`src/rtl/gpio_dual_edge_io_pkg.sv`:
```
package gpio_dual_edge_io_pkg;

  // ==========================================================
  // Register bus.
  localparam int ADDR_W = 4;
  localparam int DATA_W = 32;
  localparam logic [ADDR_W-1:0] CTRL_ADDR = 4'h0;
  localparam logic [ADDR_W-1:0] STATUS_ADDR = 4'h4;

  // ==========================================================
  // Data path widths and buffer depth.
  localparam int RX_W = 2;
  localparam int TX_W = 2;
  localparam int LVL_W = 2;
  localparam logic [LVL_W-1:0] BUF_FULL = 2'h2;
  localparam int BYP_W = 4;

  // Bypass destination bit positions.
  localparam int BYP_GLOBAL_CLOCK_NET = 0;
  localparam int BYP_GLOBAL_CONTROL_NET = 1;
  localparam int BYP_SYNTH = 2;
  localparam int BYP_CAM = 3;

  // ==========================================================
  // Input path modes.
  typedef enum logic [1:0] {
    IN_DIRECT = 2'h0,
    IN_REG = 2'h1,
    IN_DUAL_EDGE_IO = 2'h2,
    IN_BYPASS = 2'h3
  } in_mode_t;

  // Control register layout, low bits first from in_mode.
  typedef struct packed {
    logic [BYP_W-1:0] byp_dest;
    logic diff_pair;
    logic out_resync;
    logic out_dual_edge_io;
    logic out_inv;
    logic oe_reg;
    logic out_reg;
    logic in_resync;
    logic cap_fall;
    in_mode_t in_mode;
  } ctrl_t;

  localparam int CTRL_W = $bits(ctrl_t);
  localparam logic [CTRL_W-1:0] CTRL_RST = 14'h0000;

  // Status register layout.
  typedef struct packed {
    logic overrun;
    logic [LVL_W-1:0] level;
    logic oe;
    logic pad;
    logic [RX_W-1:0] last_rx;
  } status_t;

  localparam int STAT_W = $bits(status_t);
  localparam int OVR_BIT = 6;

endpackage : gpio_dual_edge_io_pkg

```
`src/rtl/rx_buffer.sv`:
```
// Two-entry buffer; head entry is the registered output.
module rx_buffer
  import gpio_dual_edge_io_pkg::*;
(
  // Clock and reset.
  input wire logic i_sys_clk,
  input wire logic i_rst_b,
  // Filling side.
  input wire logic i_in_valid,
  input wire logic [RX_W-1:0] i_in_data,
  output logic o_in_ready,
  // Draining side.
  output logic o_out_valid,
  output logic [RX_W-1:0] o_out_data,
  input wire logic i_out_ready,
  // Fill level.
  output logic [LVL_W-1:0] o_level
);

  // ==========================================================
  // Storage.
  logic [RX_W-1:0] head_reg, head_next; // Oldest word.
  logic [RX_W-1:0] tail_reg, tail_next; // Second word.
  logic [LVL_W-1:0] cnt_reg, cnt_next; // Entries held.
  logic valid_reg, valid_next; // Head holds a word.
  logic push, pop;

  // Push only when room remains; pop when the reader takes the head.
  always_comb begin
    push = i_in_valid && (cnt_reg != BUF_FULL);
    pop = valid_reg && i_out_ready;
    head_next = head_reg;
    tail_next = tail_reg;
    cnt_next = cnt_reg;
    if (push && !pop) begin
      // Word joins behind whatever is held.
      if (cnt_reg == '0) begin
        head_next = i_in_data;
      end else begin
        tail_next = i_in_data;
      end
      cnt_next = cnt_reg + 2'h1;
    end else if (pop && !push) begin
      // Second word moves up.
      head_next = tail_reg;
      cnt_next = cnt_reg - 2'h1;
    end else if (pop && push) begin
      // Level unchanged; shift and refill.
      if (cnt_reg == BUF_FULL) begin
        head_next = tail_reg;
        tail_next = i_in_data;
      end else begin
        head_next = i_in_data;
      end
    end
    valid_next = (cnt_next != '0);
  end

  // Registers only.
  always_ff @(posedge i_sys_clk or negedge i_rst_b) begin
    if (!i_rst_b) begin
      head_reg <= '0;
      tail_reg <= '0;
      cnt_reg <= '0;
      valid_reg <= 1'b0;
    end else begin
      head_reg <= head_next;
      tail_reg <= tail_next;
      cnt_reg <= cnt_next;
      valid_reg <= valid_next;
    end
  end

  assign o_in_ready = (cnt_reg != BUF_FULL);
  assign o_out_valid = valid_reg;
  assign o_out_data = head_reg;
  assign o_level = cnt_reg;

endmodule : rx_buffer

```
`src/rtl/gpio_dual_edge_io_io_logic.sv`:
```
module gpio_dual_edge_io_io_logic
  import gpio_dual_edge_io_pkg::*;
(
  // Clock and reset.
  input wire logic i_sys_clk,
  input wire logic i_rst_b,
  // Register port.
  input wire logic [ADDR_W-1:0] i_addr,
  input wire logic [DATA_W-1:0] i_wdata,
  input wire logic i_wr,
  input wire logic i_rd,
  output logic [DATA_W-1:0] o_rdata,
  // Core clocks, sampled as ordinary inputs.
  input wire logic i_launch_clk,
  input wire logic i_capture_clk,
  // Core transmit side.
  input wire logic [TX_W-1:0] i_tx_data,
  input wire logic i_drive_en,
  // Core receive side.
  output logic [RX_W-1:0] o_rx_data,
  output logic o_rx_valid,
  input wire logic i_rx_ready,
  // Bypass destinations.
  output logic [BYP_W-1:0] o_bypass_path,
  // Pad.
  input wire logic i_pad_in,
  output logic o_pad_out,
  output logic o_pad_oe
);

  // ==========================================================
  // Declarations.
  ctrl_t ctrl_reg, ctrl_next; // Configuration.
  logic [DATA_W-1:0] rdata_reg, rdata_next; // Read answer.
  logic ovr_reg, ovr_next; // Sticky sample loss flag.
  logic launch_q_reg, capture_q_reg; // Previous clock levels.
  logic pad_out_reg, pad_out_next; // Pad data register.
  logic oe_reg, oe_next; // Pad enable register.
  logic hold_fall_reg, hold_fall_next; // Resynced fall bit out.
  logic rise_hold_reg, rise_hold_next; // Rising input sample.
  logic fall_hold_reg, fall_hold_next; // Falling input sample.
  logic [RX_W-1:0] last_rx_reg, last_rx_next; // Last word pushed.
  logic l_rise, l_fall, c_rise, c_fall, sel_edge;
  logic in_dual_edge_io, out_dual_edge_io_eff, push, buf_ready;
  logic [RX_W-1:0] push_word;
  logic [LVL_W-1:0] level;
  status_t stat;

  // ==========================================================
  // Clock edge events and effective modes.
  always_comb begin
    l_rise = i_launch_clk && !launch_q_reg;
    l_fall = !i_launch_clk && launch_q_reg;
    c_rise = i_capture_clk && !capture_q_reg;
    c_fall = !i_capture_clk && capture_q_reg;
    sel_edge = ctrl_reg.cap_fall ? c_fall : c_rise;
    in_dual_edge_io = (ctrl_reg.in_mode == IN_DUAL_EDGE_IO) && !ctrl_reg.diff_pair;
    out_dual_edge_io_eff = ctrl_reg.out_reg && ctrl_reg.out_dual_edge_io && !ctrl_reg.diff_pair;
  end

  always_ff @(posedge i_sys_clk or negedge i_rst_b) begin
    if (!i_rst_b) begin
      launch_q_reg <= 1'b0;
      capture_q_reg <= 1'b0;
    end else begin
      launch_q_reg <= i_launch_clk;
      capture_q_reg <= i_capture_clk;
    end
  end

  // ==========================================================
  // Register port: control write, status read, sticky overrun.
  always_comb begin
    stat = '{overrun: ovr_reg, level: level, oe: oe_reg, pad: i_pad_in, last_rx: last_rx_reg};
    ctrl_next = ctrl_reg;
    ovr_next = ovr_reg;
    rdata_next = '0;
    if (i_wr) begin
      if (i_addr == CTRL_ADDR) begin
        ctrl_next = ctrl_t'(i_wdata[CTRL_W-1:0]);
      end else if (i_addr == STATUS_ADDR) begin
        // Writing one clears the overrun flag.
        if (i_wdata[OVR_BIT]) begin
          ovr_next = 1'b0;
        end
      end
    end
    // A loss in the clearing cycle still sets the flag.
    if (push && !buf_ready) begin
      ovr_next = 1'b1;
    end
    if (i_rd) begin
      if (i_addr == CTRL_ADDR) begin
        rdata_next = {{(DATA_W-CTRL_W){1'b0}}, ctrl_reg};
      end else if (i_addr == STATUS_ADDR) begin
        rdata_next = {{(DATA_W-STAT_W){1'b0}}, stat};
      end else begin
        // Unmapped reads answer zero.
        rdata_next = '0;
      end
    end
  end

  always_ff @(posedge i_sys_clk or negedge i_rst_b) begin
    if (!i_rst_b) begin
      ctrl_reg <= ctrl_t'(CTRL_RST);
      ovr_reg <= 1'b0;
      rdata_reg <= '0;
    end else begin
      ctrl_reg <= ctrl_next;
      ovr_reg <= ovr_next;
      rdata_reg <= rdata_next;
    end
  end

  // ==========================================================
  // Output and enable path, stepped by launch clock edges.
  always_comb begin
    pad_out_next = pad_out_reg;
    hold_fall_next = hold_fall_reg;
    if (!ctrl_reg.out_reg) begin
      // Unregistered: follow the core bit directly.
      pad_out_next = i_tx_data[0];
    end else if (out_dual_edge_io_eff) begin
      if (l_rise) begin
        pad_out_next = i_tx_data[0] ^ ctrl_reg.out_inv;
        if (ctrl_reg.out_resync) begin
          hold_fall_next = i_tx_data[1];
        end
      end else if (l_fall) begin
        if (ctrl_reg.out_resync) begin
          pad_out_next = hold_fall_reg ^ ctrl_reg.out_inv;
        end else begin
          pad_out_next = i_tx_data[1] ^ ctrl_reg.out_inv;
        end
      end
    end else if (l_rise) begin
      pad_out_next = i_tx_data[0] ^ ctrl_reg.out_inv;
    end
    if (ctrl_reg.oe_reg) begin
      oe_next = l_rise ? i_drive_en : oe_reg;
    end else begin
      oe_next = i_drive_en;
    end
  end

  always_ff @(posedge i_sys_clk or negedge i_rst_b) begin
    if (!i_rst_b) begin
      pad_out_reg <= 1'b0;
      oe_reg <= 1'b0;
      hold_fall_reg <= 1'b0;
    end else begin
      pad_out_reg <= pad_out_next;
      oe_reg <= oe_next;
      hold_fall_reg <= hold_fall_next;
    end
  end

  // ==========================================================
  // Input capture path, stepped by capture clock edges.
  always_comb begin
    push = 1'b0;
    push_word = '0;
    rise_hold_next = rise_hold_reg;
    fall_hold_next = fall_hold_reg;
    if (in_dual_edge_io) begin
      if (c_rise) begin
        rise_hold_next = i_pad_in;
        if (ctrl_reg.in_resync) begin
          // Fall sample waited half a cycle to join its rise sample.
          push = 1'b1;
          push_word = {fall_hold_reg, rise_hold_reg};
        end
      end else if (c_fall) begin
        fall_hold_next = i_pad_in;
        if (!ctrl_reg.in_resync) begin
          push = 1'b1;
          push_word = {i_pad_in, rise_hold_reg};
        end
      end
    end else if (ctrl_reg.in_mode == IN_DIRECT) begin
      push = 1'b1;
      push_word = {1'b0, i_pad_in};
    end else if (ctrl_reg.in_mode != IN_BYPASS) begin
      // Single-edge register, also used for DUAL_EDGE_IO on paired pins.
      push = sel_edge;
      push_word = {1'b0, i_pad_in};
    end
    last_rx_next = (push && buf_ready) ? push_word : last_rx_reg;
  end

  always_ff @(posedge i_sys_clk or negedge i_rst_b) begin
    if (!i_rst_b) begin
      rise_hold_reg <= 1'b0;
      fall_hold_reg <= 1'b0;
      last_rx_reg <= '0;
    end else begin
      rise_hold_reg <= rise_hold_next;
      fall_hold_reg <= fall_hold_next;
      last_rx_reg <= last_rx_next;
    end
  end

  // ==========================================================
  // Receive buffer toward the core; a full buffer drops the sample.
  rx_buffer u_rx_buffer (
    .i_sys_clk(i_sys_clk),
    .i_rst_b(i_rst_b),
    .i_in_valid(push),
    .i_in_data(push_word),
    .o_in_ready(buf_ready),
    .o_out_valid(o_rx_valid),
    .o_out_data(o_rx_data),
    .i_out_ready(i_rx_ready),
    .o_level(level)
  );

  // ==========================================================
  // Bypass: pad straight to the chosen destinations, no register.
  always_comb begin
    if (ctrl_reg.in_mode == IN_BYPASS) begin
      o_bypass_path = ctrl_reg.byp_dest & {BYP_W{i_pad_in}};
    end else begin
      o_bypass_path = '0;
    end
  end

  assign o_rdata = rdata_reg;
  assign o_pad_out = pad_out_reg;
  assign o_pad_oe = oe_reg;
endmodule : gpio_dual_edge_io_io_logic

```
`config.mk`:
```
export PLATFORM = sky130hd
export DESIGN_NAME = gpio_dual_edge_io_io_logic
export DESIGN_NICKNAME = d
export VERILOG_FILES = /design/src/rtl/gpio_dual_edge_io_pkg.sv /design/src/rtl/rx_buffer.sv /design/src/rtl/gpio_dual_edge_io_io_logic.sv
export SDC_FILE = /design/constraint.sdc
export NUM_CORES = 1
export LEC_CHECK = 0
export ABC_AREA = 1
export BUFFER_PORTS_ARGS = -buffer_cell sky130_fd_sc_hd__buf_2
export CORE_MARGIN = 4
export CORE_UTILIZATION = 48
export DETAILED_ROUTE_END_ITERATION = 16
export PLACE_DENSITY_LB_ADDON = 0.15
export SETUP_SLACK_MARGIN = 0.3
export SYNTH_ARGS = -nofsm -noshare
export SYNTH_HDL_FRONTEND = slang
export SYNTH_SLANG_ARGS = --single-unit
```
`constraint.sdc`:
```
create_clock -name i_sys_clk -period 1.7 [get_ports i_sys_clk]
set_input_delay 0.425 -clock i_sys_clk [delete_from_list [all_inputs] [get_ports i_sys_clk]]
set_output_delay 0.425 -clock i_sys_clk [all_outputs]
set_load 0.005 [all_outputs]
```
==> summary.txt, run 1 <==
Setup path
  – CP endpoint kind: output pin
  – Startpoint Class: register
  – R2R setup slack: 0.21 ns
  – Crit-path cells: nand2_1 -> inv_2 -> nand2_4 -> nor2_1 -> buf_2
  – Slowest CP cell: dfrtp_1
  – CP required: 1.27 ns
  – Critical Path Fanout Max: 4
  – Worst Path Arrival: ~1.1 ns
  – CP max stage delay: 0.37 ns
  – CP Class: register to output pin

Final layout
  – Layout cells sized above 1: 35.9%
  – Antenna diodes: 0
  – Fill count: 376
  – Nets: 358
  – Syn-to-layout area delta: 25.4%
  – Final Core Density: between 60% and 70%

Floorplan
  – Die X: 75.2 um
  – CORE AREA: between 0.004 and 0.005 sq mm
  – Die area: 0.00565 sq mm
  – Io pins: 88
  – Starting Density: between 40% and 50%
  – # rows: 24
  – Die Height: 75.2 um

Global route
  – Largest net degree at the start of global routing: 27
  – Total GRT Usage: between 15 and 20%
  – Total grt overflow: 0
  – Initial antenna violation count: 0
  – Vias in the first global route: approximately 1700
  – First-pass GRT wire length: a little over 7000 um

Timing
  – Setup violations, final: 0
  – Fmax: 669 MHz
  – RSZ-0062 raised after global routing: yes
  – Crit share post-route: ~88%
  – Tmin final: 1.49 ns
  – Clk_skew: roughly 0.009 ns
  – Final Max Tran Viols: 0
  – Setup TNS: 0 ns
  – Hold Fails Final Rpt: 0

Clock network
  – Clk_lat worst skew: 0.29 ns
  – Num Clock Sinks: 45
  – CTS Buf Count: 5
  – Hold_buf cts: 0
  – CTS Buffer Depth: 2
  – Reg clk slew, reported paths: 0.09 ns
  – CTS tree: yes
  – CTS root buf: clkbuf_8
  – H-tree levels: 2

Detailed routing
  – Number of vias per cell: about 4.8
  – Final antenna-violating net count: 0
  – Initial DRC count: 47
  – Post-Route WL: 4440 um
  – Total number of vias: 1734
  – DRC viols: 0
  – WL/cell: 12.3 um
  – Pre-Repair DR Iteration Count: 5

Logic synthesis
  – FF+latch count, synth: 45
  – Warning count from the yosys run: 0
  – Area share of the largest cell type after synthesis: 52.0%
  – Largest family of logic cells by synthesized area: simple AND/OR/NAND/NOR gates
  – Post-synthesis xor/xnor area fraction: 0.808%
  – Distinct cells, synth: 32
  – Post-synthesis mux area share: 1.04%
  – Post-Syn Area: 0.00217 sq mm
  – Synth top area cells: dfrtp_1, nand2_1, buf_4
  – EDFF count, synth: 0
  – Compound-Gate Fraction of Synth Area: 11.0%
  – Ys flop type: dfrtp_1
  – Commonest cells post-synth: dfrtp_1, nand2_1, inv_1
  – Area leader, netlist: dfrtp_1
  – Top-count cell post-synth: dfrtp_1
  – Seq/Total Area, Yosys: 52.0%
  – Synthesized instance count: 242
  – Async SR Flop Fraction: 100%
  – Synth Area per Inst: 8.95 sq um
  – Simple-gate portion of the synthesized area: 21.3%
  – Post-Synth Adder-Cell Area: 1.15%

Run status
  – Status: finished clean

Power
  – PD cells: ~1200 mW/mm^2
  – Worst VDD drop: ~570 uV
  – Overall power: 3.13 mW
  – P_leak: 1.50 nW

Flow run
  – Max cap viols: 0

Placed design
  – Post-DP HPWL: roughly 3300 um
  – Final Wtd Congestion: 0.772
  – Count of input and output buffers: 51

Hold path
  – Worst hold path type: input port to asynchronous set/reset pin
==> final timing paths <==
check	startpoint	to	cells after the start
worst max-delay path	ctrl_reg[0]$_DFFE_PN0P_	o_bypass_path[0]	5
worst min-delay path	i_rst_b	capture_q_reg$_DFF_PN0_	1
worst max register to register	ctrl_reg[0]$_DFFE_PN0P_	u_rx_buffer.o_out_valid$_DFF_PN0_	10
worst min register to register	u_rx_buffer.o_out_data[1]$_DFFE_PN0P_	u_rx_buffer.o_out_data[1]$_DFFE_PN0P_	2
max in group asynchronous	i_rst_b	o_rdata[6]$_DFF_PN0_	2
min in group i_sys_clk	i_launch_clk	launch_q_reg$_DFF_PN0_	1
==> per-layer routing <==
layer	GRT usage, %	share of wire, %
met5	0	0
met4	3.50	1.1
met3	4.14	7.0
met2	28.3	47
met1	21.5	45
==> kinds of logic after synthesis <==
group           after synthesis
fa+ha+maj                     2
mux                           2
xor+xnor                      2
compound gates               40
flops                        45
simple gates                 96
other cells                   1
buf+inv                      54
==> what timing repair did <==
item | 4_1_cts | 5_1_grt
setup buffers | 4 | 3
resized for setup | 13 | 19
setup endpoints to repair | 9 | 22
pin swaps | 9 | 13
cloned | 0 | 0
==> area by class of cell <==
| class | instances | area (sq um) | share of cell area, % |
|---|---|---|---|
| clock buffers | 6 | 82.6 | 3.04 |
| clock inverters | 1 | 7.51 | 0.276 |
| inverters | 34 | 130 | 4.79 |
| multi-input cells | 160 | 932 | 34.3 |
| flip-flops and latches | 45 | 1130 | 41.4 |
| well taps | 52 | 65.1 | 2.39 |
| repair buffers | 63 | 374 | 13.8 |
==> through the flow <==
stage | cells | setup slack [ns] | hold WS (ns) | area (sq um)
2_1_floorplan | 259 | 0.305 | 0.129 | 2230
3_3_place_gp | 347 | 0.120 | 0.405 | 2470
3_5_place_dp | 347 | 0.104 | 0.411 | 2470
4_1_cts | 358 | 0.205 | 0.0926 | 2630
5_1_grt | 361 | 0.0914 | 0.109 | 2720
6_report | 361 | 0.205 | 0.0838 | 2720
==> where the power goes <==
| group | switching (mW) | internal, mW |
|---|---|---|
| clock | 0.350 | 0.322 |
| sequential | 0.127 | 1.29 |
| combinational | 0.599 | 0.445 |
| total | 1.08 | 2.06 |
==> layout by cell type (no fill, tap or decap), types with 3 or more instances in the layout <==
cell      instances
buf_4             9
nor2_2            3
conb_1           18
clkbuf_8          6
o21ai_0           5
nand2_4           4
nor2_1           22
a21oi_1          18
nand2_2           8
buf_2            51
o21ai_1           4
inv_2             7
nand3_1          10
a31oi_1           4
dfrtp_1          45
nor2_4            5
nand2_1          31
inv_1            26
==> worst max-delay path: cells and delay by family, from the launching register on <==
kind | cells | cell delay (ns)
DFF | 1 | 0.37
buffers and inverters | 2 | 0.18
and+or+nand+nor | 3 | 0.22
Note: power is estimated with default switching activity, not from simulation.
==> run 2: changes to the inputs <==
- BUFFER_PORTS_ARGS: -buffer_cell sky130_fd_sc_hd__buf_2 -> not set
- CORE_UTILIZATION: 48 -> 62
- DONT_BUFFER_PORTS: not set -> 1
==> summary.txt, run 2 (synthesized netlist as in run 1, its figures left out) <==
Placed design
  – Count of input and output buffers: 0
  – Final Wtd Congestion: approximately 0.8
  – Post-DP HPWL: 3090 um
  – Placement Setup Slack: roughly 0.17 ns
  – Dpl cells: roughly 290
  – DP Area: 0.00217 sq mm

Detailed routing
  – Post-Route WL: 4240 um
  – WL/cell: between 10 and 15 um
  – Final antenna-violating net count: 0
  – Initial DRC count: 101
  – Number of vias per cell: 5.19
  – Pre-Repair DR Iteration Count: 4
  – DRC viols: 0
  – Total number of vias: 1561

Final layout
  – Non-Filler Instances: roughly 300
  – Fin area: approximately 0.0024 sq mm
  – Layout cells sized above 1: 21.6%
  – Fill count: 278
  – Antenna diodes: 0
  – Syn-to-layout area delta: 8.89%
  – Final Core Density: between 70% and 80%
  – Storage cell area: 0.00113 sq mm
  – Multi-input logic area: roughly 910 sq um
  – Nets: 303
  – Most frequent cells in the layout: dfrtp_1, nand2_1, inv_1, nor2_1
  – Commonest non-fill, non-tap cell in the layout: dfrtp_1

Timing
  – Setup TNS: 0 ns
  – Final Max Tran Viols: 0
  – RSZ-0062 raised after global routing: yes
  – Tmin final: ~1.5 ns
  – Final worst slack: 0.181 ns
  – Hold Fails Final Rpt: 45
  – Setup violations, final: 0
  – Clk_skew: 0.00521 ns
  – Crit share post-route: 89.4%
  – Worst hold slack: -0.260 ns
  – Fmax: 658 MHz

Clock network
  – CTS Buffer Depth: 2
  – CTS root buf: clkbuf_4
  – H-tree levels: 2
  – Num Clock Sinks: 45
  – CTS tree: yes
  – CTS Buf Count: 5
  – Reg clk slew, reported paths: 0.13 ns
  – Clk_lat worst skew: ~0.36 ns

Global route
  – Initial antenna violation count: 0
  – Total GRT Usage: 21.1%
  – Vias in the first global route: 1578
  – Largest net degree at the start of global routing: 46
  – Total grt overflow: 0
  – First-pass GRT wire length: 7020 um

Setup path
  – CP endpoint kind: register
  – CP required: 1.96 ns
  – Worst reg-to-reg path cell count: 9
  – Startpoint Class: register
  – Delay-heaviest family, CP: simple AND/OR/NAND/NOR gates
  – Critical Path Fanout Max: 7
  – CP Class: register to register
  – Cell mode on critical path: nand2_1
  – Crit-path cells: buf_4 -> nor3_4 -> nand2_2 -> nand2_4 -> nand2_8 -> o21ai_4 -> inv_2 -> nand2_1 -> nand2_1
  – Critical path depth in cells: 9
  – Worst Path Arrival: 1.77 ns
  – Slowest CP cell: dfrtp_1
  – CP max stage delay: ~0.40 ns
  – WP buf/inv: 2

Power
  – Pint: 1.86 mW
  – Switch share: about a third
  – Clock power frac: 20.1%
  – Worst VDD drop: 629 uV
  – Net Switching: 1.01 mW
  – Register share of total power: 50.0%
  – Overall power: 2.87 mW
  – Combinational power share: ~30%
  – P_leak: between 1 and 1.5 nW
  – PD cells: ~1200 mW/mm^2

Floorplan
  – Starting Density: 64.4%
  – Die area: 0.00451 sq mm
  – Die Height: 67.1 um
  – CORE AREA: 0.00336 sq mm
  – Io pins: 88
  – Die X: ~67 um
  – # rows: 21

Hold path
  – Worst hold path type: input port to asynchronous set/reset pin

Run status
  – Status: finished, violations left
  – Failing checks: hold timing

Flow run
  – Max cap viols: 0
==> run 2: cell count changes in the layout (fill, tap and decap cells not counted), moves of 2 or more <==
cell and change:
clkbuf_4 +5, buf_4 -2, buf_12 -2, nor2_1 -2, buf_2 -51, nor2_2 +3, clkbuf_8 -4, nand2_1 +2
==> run 2: final timing paths <==
| check | from | to | slack, ns |
|---|---|---|---|
| worst max-delay path | ctrl_reg[0]$_DFFE_PN0P_ | u_rx_buffer.o_out_data[0]$_DFFE_PN0P_ | 0.18 |
| worst min-delay path | i_rst_b | hold_fall_reg$_DFFE_PN0P_ | -0.26 |
| worst max register to register | ctrl_reg[0]$_DFFE_PN0P_ | u_rx_buffer.o_out_data[0]$_DFFE_PN0P_ | 0.18 |
| worst min register to register | u_rx_buffer.tail_reg[0]$_DFFE_PN0P_ | u_rx_buffer.tail_reg[0]$_DFFE_PN0P_ | 0.50 |
| max in group asynchronous | i_rst_b | capture_q_reg$_DFF_PN0_ | 1.86 |
| min in group i_sys_clk | i_launch_clk | launch_q_reg$_DFF_PN0_ | 0.08 |
==> run 2: area by class of cell <==
| type | instances | area share, % |
|---|---|---|
| clock inverters | 1 | 0.212 |
| multi-input cells | 160 | 38.6 |
| well taps | 46 | 2.44 |
| inverters | 34 | 5.51 |
| clock buffers | 7 | 2.76 |
| flip-flops and latches | 45 | 47.8 |
| repair buffers | 8 | 2.70 |
==> run 2: power groups by stage <==
stage	registers (mW)	clock network, mW	logic, mW
after floorplan	1.42	0	0.624
after global placement	1.45	0	0.691
after detailed placement	1.46	0	0.720
after CTS	1.43	0.584	0.799
after global routing	1.46	0.637	0.978
final	1.43	0.576	0.856
==> run 2: what timing repair did <==
item	in CTS	in global routing
endpoints found under the hold margin	45	45
resized for setup	16	11
endpoints found under the setup margin	9	14
pin swaps	5	4
buffers inserted	3	2
==> run 2: per-layer routing <==
metal  wire [um]  global-route usage (%)
met3         400                    7.08
met1        1780                    27.1
met2        1990                    33.4
met4          68                    7.09
met5           0                       0
